## config.mk

```make
export PLATFORM = sky130hd
export DESIGN_NAME = unvm_top
export DESIGN_NICKNAME = d
export VERILOG_FILES = /design/src/rtl/unvm_pkg.sv /design/src/rtl/unvm_mem_if.sv /design/src/rtl/unvm_top.sv /design/src/rtl/unvm_mem.sv
export VERILOG_INCLUDE_DIRS = /design/src /design/src/rtl
export SDC_FILE = /design/constraint.sdc
export NUM_CORES = 1
export LEC_CHECK = 0
export BUFFER_PORTS_ARGS = -buffer_cell sky130_fd_sc_hd__buf_2
export CELL_PAD_IN_SITES_DETAIL_PLACEMENT = 1
export CELL_PAD_IN_SITES_GLOBAL_PLACEMENT = 1
export CORE_MARGIN = 8
export CORE_UTILIZATION = 57
export CTS_CLUSTER_DIAMETER = 50
export DETAILED_ROUTE_END_ITERATION = 6
export GPL_TIMING_DRIVEN = 0
export PLACE_DENSITY = 0.76
export SETUP_SLACK_MARGIN = 0.1
export SLEW_MARGIN = 20
export SYNTH_ARGS = -nofsm -noshare
export SYNTH_HDL_FRONTEND = slang
export SYNTH_HIERARCHICAL = 1
export SYNTH_SLANG_ARGS = --single-unit
```

## constraint.sdc

```tcl
create_clock -name clk_i -period 4 [get_ports clk_i]
set_input_delay 0.8 -clock clk_i [delete_from_list [all_inputs] [get_ports clk_i]]
set_output_delay 0.8 -clock clk_i [all_outputs]
set_load 0.005 [all_outputs]
```

## src/rtl/unvm_map.svh

```systemverilog
// Constants for the user nonvolatile byte store: geometry, fields, timing.
// Assumes inclusion by bare name from the package and the design modules.
`ifndef UNVM_MAP_SVH
`define UNVM_MAP_SVH

// Geometry
`define UNVM_BANKS 8
`define UNVM_BANK_BYTES 16
`define UNVM_DATA_W 8
`define UNVM_ADDR_W 7
`define UNVM_BITS_TOTAL 1024

// Address fields
`define UNVM_BANK_MSB 6
`define UNVM_BANK_LSB 4
`define UNVM_BYTE_MSB 3
`define UNVM_BYTE_LSB 0
`define UNVM_BANK_W 3
`define UNVM_BYTE_W 4

// Values
`define UNVM_ERASED_BYTE 8'hFF
`define UNVM_ZERO_BYTE 8'h00
`define UNVM_KEY_DEFAULT 128'h0123456789ABCDEF0F1E2D3C4B5A6978

// Timing: erase clears one byte per cycle across a bank
`define UNVM_ERASE_CYC `UNVM_BANK_BYTES

`endif

```

## src/rtl/unvm_pkg.sv

```systemverilog
// Types shared by the user nonvolatile byte store modules.
// Assumes unvm_map.svh is on the include path.
`include "unvm_map.svh"

package unvm_pkg;
  typedef logic [`UNVM_ADDR_W-1:0] unvm_addr_t;
  typedef logic [`UNVM_DATA_W-1:0] unvm_byte_t;
  typedef logic [`UNVM_BANK_W-1:0] unvm_bank_t;
  typedef logic [`UNVM_BYTE_W-1:0] unvm_idx_t;

  // Programming port operations
  typedef enum logic [1:0] {
    UNVM_OP_ERASE = 2'b00,
    UNVM_OP_WRITE = 2'b01,
    UNVM_OP_READ  = 2'b10,
    UNVM_OP_NONE  = 2'b11
  } unvm_op_t;

  // Programming sequencer states
  typedef enum logic [2:0] {
    UNVM_ST_IDLE  = 3'b000,
    UNVM_ST_ERASE = 3'b001,
    UNVM_ST_WRRD  = 3'b010,
    UNVM_ST_WRPUT = 3'b011,
    UNVM_ST_RDWT  = 3'b100
  } unvm_state_t;
endpackage

```

## src/rtl/unvm_mem_if.sv

```systemverilog
// Carrier between the store controller and its byte array.
// Assumes one clock shared by both ends.
`timescale 1ns/1ps
`default_nettype none

interface unvm_mem_if;
  import unvm_pkg::*;
  logic ra_en;
  unvm_addr_t ra_addr;
  unvm_byte_t ra_data;
  logic rb_en;
  unvm_addr_t rb_addr;
  unvm_byte_t rb_data;
  logic wr_en;
  unvm_addr_t wr_addr;
  unvm_byte_t wr_data;

  modport ctrl (output ra_en, ra_addr, rb_en, rb_addr, wr_en, wr_addr, wr_data,
                input ra_data, rb_data);
  modport mem (input ra_en, ra_addr, rb_en, rb_addr, wr_en, wr_addr, wr_data,
               output ra_data, rb_data);
endinterface

`default_nettype wire

```

## src/rtl/unvm_top.sv

```systemverilog
// User nonvolatile byte store: core read port plus programming port.
// Assumes core logic and programming port share clk_i; no bus registers.
//
// Contract
// - The store is eight independent banks of 128 bits each.
// - The 1 kbit contents persist, untouched by reset.
// - The core reads one byte per access over a synchronous port.
// - The upper three address bits select one of the eight banks.
// - The lower four address bits select one of 16 bytes in that bank.
// - The core read port has no way to write or erase the store.
// - Contents can be read both from the programming port and the core.
// - Programming is a bank erase then byte writes, apart from core config.
// - Loaded data may be decrypted on chip, chosen on each load.
`timescale 1ns/1ps
`default_nettype none

`include "unvm_map.svh"

module unvm_top #(
  parameter logic [127:0] KEY = `UNVM_KEY_DEFAULT // Arbitrary value
) (
  input wire logic clk_i,
  input wire logic rst_i,
  // Core read port
  input wire logic core_rd_en_i,
  input wire unvm_pkg::unvm_addr_t core_addr_i,
  output logic [`UNVM_DATA_W-1:0] core_data_o,
  output logic core_valid_o,
  // Programming port
  input wire logic prog_req_i,
  input wire unvm_pkg::unvm_op_t prog_op_i,
  input wire unvm_pkg::unvm_addr_t prog_addr_i,
  input wire unvm_pkg::unvm_byte_t prog_data_i,
  input wire logic prog_decrypt_i,
  output logic prog_busy_o,
  output logic prog_ack_o,
  output logic prog_err_o,
  output logic [`UNVM_DATA_W-1:0] prog_rdata_o
);
  import unvm_pkg::*;

  // Bank field of an address
  function automatic unvm_bank_t bank_of(input unvm_addr_t a);
    bank_of = a[`UNVM_BANK_MSB:`UNVM_BANK_LSB];
  endfunction

  // Byte field of an address
  function automatic unvm_idx_t byte_of(input unvm_addr_t a);
    byte_of = a[`UNVM_BYTE_MSB:`UNVM_BYTE_LSB];
  endfunction

  // Key byte picked by byte index
  function automatic unvm_byte_t key_byte(input unvm_idx_t i);
    key_byte = KEY[{i, 3'h0} +: `UNVM_DATA_W];
  endfunction

  unvm_mem_if mif ();

  unvm_state_t state_ff;
  unvm_state_t nxt_state;
  unvm_bank_t bank_ff;
  unvm_bank_t nxt_bank;
  unvm_idx_t idx_ff;
  unvm_idx_t nxt_idx;
  unvm_byte_t wdata_ff;
  unvm_byte_t nxt_wdata;
  logic busy_ff;
  logic ack_ff;
  logic nxt_ack;
  logic err_ff;
  logic nxt_err;
  logic core_valid_ff;

  // Request decode
  // Busy requests are flagged, never queued
  wire logic req_idle = prog_req_i && (state_ff == UNVM_ST_IDLE);
  wire logic req_refused = prog_req_i && (state_ff != UNVM_ST_IDLE);
  wire logic req_bad = req_idle && (prog_op_i == UNVM_OP_NONE);
  wire unvm_bank_t req_bank = bank_of(prog_addr_i);
  wire unvm_idx_t req_idx = byte_of(prog_addr_i);

  // Optional decryption of loaded byte
  wire unvm_byte_t load_byte = prog_decrypt_i ?
                               (prog_data_i ^ key_byte(req_idx)) : prog_data_i;

  // Store address of the current sequencer step
  wire unvm_addr_t seq_addr = {bank_ff, idx_ff};
  wire logic erase_last = (idx_ff == unvm_idx_t'(`UNVM_ERASE_CYC - 1));

  // Flash-style program only clears bits left set by erase
  // Without an erase first, a write can only clear bits
  wire unvm_byte_t merged = mif.rb_data & wdata_ff;

  // Core read port: read-only access, address taken straight from core_addr_i
  // No write enable reaches the array from this side
  assign mif.ra_en = core_rd_en_i;
  assign mif.ra_addr = {bank_of(core_addr_i), byte_of(core_addr_i)};

  // Programming port array access
  assign mif.rb_en = (state_ff == UNVM_ST_WRRD) || (state_ff == UNVM_ST_RDWT);
  assign mif.rb_addr = seq_addr;
  assign mif.wr_en = (state_ff == UNVM_ST_ERASE) || (state_ff == UNVM_ST_WRPUT);
  assign mif.wr_addr = seq_addr;
  assign mif.wr_data = (state_ff == UNVM_ST_ERASE) ? `UNVM_ERASED_BYTE : merged;

  // Sequencer next state
  always_comb begin
    nxt_state = state_ff;
    nxt_bank = bank_ff;
    nxt_idx = idx_ff;
    nxt_wdata = wdata_ff;
    nxt_ack = 1'b0;
    nxt_err = req_refused || req_bad;
    case (state_ff)
      UNVM_ST_IDLE: begin
        if (req_idle) begin
          nxt_bank = req_bank;
          nxt_idx = req_idx;
          nxt_wdata = load_byte;
          case (prog_op_i)
            UNVM_OP_ERASE: begin
              nxt_state = UNVM_ST_ERASE;
              nxt_idx = '0;
            end
            UNVM_OP_WRITE: begin
              nxt_state = UNVM_ST_WRRD;
            end
            UNVM_OP_READ: begin
              nxt_state = UNVM_ST_RDWT;
            end
            default: begin
              nxt_state = UNVM_ST_IDLE;
            end
          endcase
        end
      end
      UNVM_ST_ERASE: begin
        nxt_idx = idx_ff + unvm_idx_t'(1);
        if (erase_last) begin
          nxt_state = UNVM_ST_IDLE;
          nxt_ack = 1'b1;
        end
      end
      UNVM_ST_WRRD: begin
        nxt_state = UNVM_ST_WRPUT;
      end
      UNVM_ST_WRPUT: begin
        nxt_state = UNVM_ST_IDLE;
        nxt_ack = 1'b1;
      end
      UNVM_ST_RDWT: begin
        nxt_state = UNVM_ST_IDLE;
        nxt_ack = 1'b1;
      end
      default: begin
        nxt_state = UNVM_ST_IDLE;
      end
    endcase
  end

  // Sequencer registers
  // Array contents stay outside this reset
  always_ff @(posedge clk_i) begin
    if (rst_i) begin
      state_ff <= UNVM_ST_IDLE;
      bank_ff <= '0;
      idx_ff <= '0;
      wdata_ff <= `UNVM_ZERO_BYTE;
    end else begin
      state_ff <= nxt_state;
      bank_ff <= nxt_bank;
      idx_ff <= nxt_idx;
      wdata_ff <= nxt_wdata;
    end
  end

  // Programming port status flags
  // Busy follows next state, so it falls with ack
  always_ff @(posedge clk_i) begin
    if (rst_i) begin
      busy_ff <= 1'b0;
      ack_ff <= 1'b0;
      err_ff <= 1'b0;
    end else begin
      busy_ff <= (nxt_state != UNVM_ST_IDLE);
      ack_ff <= nxt_ack;
      err_ff <= nxt_err;
    end
  end

  // Core read strobe follows the registered byte
  always_ff @(posedge clk_i) begin
    if (rst_i) begin
      core_valid_ff <= 1'b0;
    end else begin
      core_valid_ff <= core_rd_en_i;
    end
  end

  // Byte array, contents kept across reset
  // Second read port lets core reads run during programming
  unvm_mem #(
    .DEPTH(`UNVM_BANKS * `UNVM_BANK_BYTES)
  ) u_mem (
    .clk_i(clk_i),
    .port(mif.mem)
  );

  // Outputs
  // Data from array read flops, flags from local flops
  assign core_data_o = mif.ra_data;
  assign core_valid_o = core_valid_ff;
  assign prog_rdata_o = mif.rb_data;
  assign prog_busy_o = busy_ff;
  assign prog_ack_o = ack_ff;
  assign prog_err_o = err_ff;
endmodule

`default_nettype wire

```

## src/rtl/unvm_mem.sv

```systemverilog
// Byte array of the user store with two registered read ports and one write.
// Assumes contents survive rst_i, as a nonvolatile array would.
`timescale 1ns/1ps
`default_nettype none

`include "unvm_map.svh"

module unvm_mem #(
  parameter int DEPTH = `UNVM_BANKS * `UNVM_BANK_BYTES
) (
  input wire logic clk_i,
  unvm_mem_if.mem port
);
  import unvm_pkg::*;

  unvm_byte_t mem_ff [DEPTH];

  // Array update and registered reads; no reset on contents
  always_ff @(posedge clk_i) begin
    if (port.wr_en) begin
      mem_ff[port.wr_addr] <= port.wr_data;
    end
    if (port.ra_en) begin
      port.ra_data <= mem_ff[port.ra_addr];
    end
    if (port.rb_en) begin
      port.rb_data <= mem_ff[port.rb_addr];
    end
  end
endmodule

`default_nettype wire

```

==> flow_summary.toml <==
[outcome]
status = "complete, but fails checks"
violations = "negative setup slack"

[sta]
fin_crit_ps = 4030
fin_crit_sh = 1.01
fmax_mhz = 248
relSlewSlack = 0.161
fin_worst_skew_ps = 28.7
maxSlewViolCount = 0
hold_violations = 0
tightest_slew_ps = 1260
setup_viol = 15
rsz0062_at_grt = "yes"
setup_slack_ps = -26.8

[grt]
grt_antenna_before_repair = 18
grt_pass1_wl_microns = 218000
grt_remaining_overflow = 0
grt_pass1_vias = 27900
grtUsageTotal = 0.330
grt_max_degree = 75

[finish]
finalInstanceArea_sq_um = 55400
nets = 2406
area_delta_synth_final_pct = 12.6
utilization = 0.649
nFillCells = 6700
drive_above_1_share = 0.430
fin_cells = 3630

[clock_tree]
cts_tree = "built"
clock-sinks = 1062
insertion_delay_ps = 720
cts_made_buffers = 120
cts_setup_buffers = 0
cts-root-buf = "clkbuf_16"
cts.path.max_buffers = 3
hold_buffers = 0
path_clk_slew_ps = 60
htreeDepth = 3

[drt]
drtAntennaViolNets = 0
vias = 27500
post_drt_wl_per_cell_microns = 42.9
wl_microns = 156000
dr.pass1.iters = 5
drc = 0
dr.first_iter.drc_count = 4199
viasPerCell = 7.59

[placement]
dpl.hpwl_microns = 110000
placedCellCount = 3398
gp_congestion = 0.940
portBuffers = 40
dp_slack_ps = -541
placed_area_sq_um = 51300

[worst_setup_path]
r2r_setup_slack_ps = -30
cp.arrival_ps = 4350
rr_startpoint = "state_ff[0]"
start_kind = "flip-flop"
critPathMaxStageDelay_ps = 830
slowest_stage = "nor2_1"
rr_endpoint = "u_mem/mem_ff[46][2]"
worstPathCellList = "buf_2, and2b_2, clkbuf_1, nor2b_1, nand3_1, clkbuf_2, nor2_1"
worst-r2r-cell-count = 7
startpoint = "state_ff[0]"
worstSetupEndpoint = "u_mem/mem_ff[46][2]"
crit_type = "flip-flop to flip-flop"
path_max_fanout = 10
crit_required_ps = 4320
crit_path_end_kind = "flip-flop"

[logic_synthesis]
synthFlopType = "edfxtp_1"
seq_area_frac_synth = 0.644
ys_ff_latch = 1062
syn-cell-area_sq_um = 49200
syn_nets = 2229
synthCells = 2199
ys_types = 42
ys_warn_count = 6
synthArstFlopShare = 0
synth_edf_count = 1040
syn_area_per_cell_sq_um = 22.4

[power_and_ir_drop]
switching_share = 0.249
seq_power_share = 0.465
power_density_nw_per_um2 = 492
p_switching_mw = 6.78
totalPowerFinal_mw = 27.2
worst_ir_drop_vdd_mv = 0.366
clkPwrFrac = 0.405
pwr-share-comb = 0.130
leakagePower_nw = 16.9
p_int_mw = 20.4

[floorplan]
fp.dieArea_sq_um = 95900
fp.dieW_microns = 310
fp.dieH_microns = 310
core_sq_um = 85300
start_util = 0.577
rows = 107
pin_count = 49

[run]
cap_violations = 0

[min_path]
hp-class = "input pin to flip-flop"
==> registers in the layout (all words and copies together), names as in the netlist <==
| signal | count |
|---|---|
| u_mem/port.ra_data | 8 |
| core_valid_o | 1 |
| u_mem/port.rb_data | 8 |
| u_mem/mem_ff | 1024 |
| prog_ack_o | 1 |
| state_ff | 3 |
| prog_err_o | 1 |
| idx_ff | 4 |
| wdata_ff | 8 |
| bank_ff | 3 |
| prog_busy_o | 1 |
==> critical path, delay by kind of cell, from the launching register on <==
family	cells	cell delay [ps]
simple gates	4	2080
flops	1	320
buf+inv	3	1220
==> metrics by stage <==
step	setup TNS [ps]	hold WS, ps
floorplan	0	477
global placement	-1092200	487
detailed placement	-7570	519
CTS	0	287
global route	-2380	328
finish	-258	319
==> layout make-up <==
type | count | area [sq um] | share of cell area
flip-flops and latches | 1062 | 31700 | 0.572
multi-input cells | 958 | 16800 | 0.303
clock buffers | 140 | 3100 | 0.0560
well taps | 1144 | 1430 | 0.0258
plain buffers | 176 | 951 | 0.0172
clock inverters | 83 | 877 | 0.0158
repair buffers | 55 | 529 | 0.00956
diodes | 9 | 22.5 | 0.000407
inverters | 3 | 11.3 | 0.000203
==> cells in the mapped netlist (2+ instances only) <==
cell type	number	area (sq um)
buf_2	30	150
mux4_2	672	15100
buf_6	4	45.0
or3_1	2	12.5
nor2_1	140	526
a21boi_0	2	15.0
nor2b_1	10	62.6
nor3b_1	2	15.0
nand4_1	4	25.0
nand2b_1	3	18.8
a211oi_2	2	25.0
clkbuf_1	76	285
nand3_1	14	70.1
dfxtp_1	22	440
mux2_2	16	180
edfxtp_1	1040	31200
o21ai_0	8	40.0
a21o_1	9	67.6
xor2_1	6	52.6
buf_1	38	143
inv_1	3	11.3
buf_4	28	210
nor3_1	10	50.1
a211oi_1	7	52.6
a222oi_1	2	20.0
xnor2_1	2	17.5
a31oi_1	2	12.5
nand2_1	25	93.8
a21oi_1	7	35.0
==> logic make-up (layout without fill, tap and decap cells) <==
logic type                 count (synthesis)  after routing  share of synthesized area
other                                      0              9                          0
AOI/OAI and AO/OA                         43             43                    0.00618
DFF                                     1062           1062                      0.644
xor gates and xnor gates                   8              8                    0.00142
buffers and inverters                    179            457                     0.0172
muxes                                    689            689                      0.312
adders and majority gates                  1              1                   0.000254
and+or+nand+nor                          217            217                     0.0192
==> per-layer routing <==
layer	track usage	routed length, microns
met2	0.509	72800
met5	0	55
met4	0.156	9080
met3	0.0976	19900
met1	0.437	54000
==> worst min path at each step <==
stage / end / from / cells past startpoint / slack, ps
3_3_place_gp: wdata_ff[4] / wdata_ff[4] / 2 / 490
2_1_floorplan: wdata_ff[7] / wdata_ff[7] / 2 / 480
3_5_place_dp: wdata_ff[2] / wdata_ff[2] / 2 / 520
6_report: state_ff[2] / prog_op_i[0] / 2 / 320
5_1_grt: state_ff[2] / prog_op_i[0] / 2 / 330
4_1_cts: state_ff[2] / prog_op_i[0] / 2 / 290
==> power by group through the flow <==
stage | registers, mW | clock network (mW) | logic, mW
floorplan | 12.9 | 0 | 2.00
detailed placement | 12.9 | 0 | 3.45
global placement | 13.0 | 0 | 3.22
finish | 12.7 | 11.0 | 3.54
global route | 12.7 | 11.5 | 3.61
CTS | 12.7 | 11.2 | 3.48
==> timing repair <==
action,4_1_cts,5_1_grt
gates resized for setup,38,26
endpoints found under the setup margin,8,119
gates cloned,0,0
==> cells in the final DEF, fill, tap and decap left out, types with 9 or more instances in the layout <==
master,n
edfxtp_1,1040
mux4_2,672
nor2_1,130
clkbuf_16,121
buf_2,69
clkbuf_1,67
buf_4,38
clkbuf_2,33
clkinv_1,26
nand2_1,25
dfxtp_1,21
buf_1,19
mux2_2,16
nand3_1,14
clkinvlp_4,14
bufinv_16,14
clkinv_2,11
inv_6,11
nor2b_1,10
nor2_2,10
buf_16,10
diode_2,9
nor3_2,9
No activity file was read; power rests on OpenSTA's default activity.
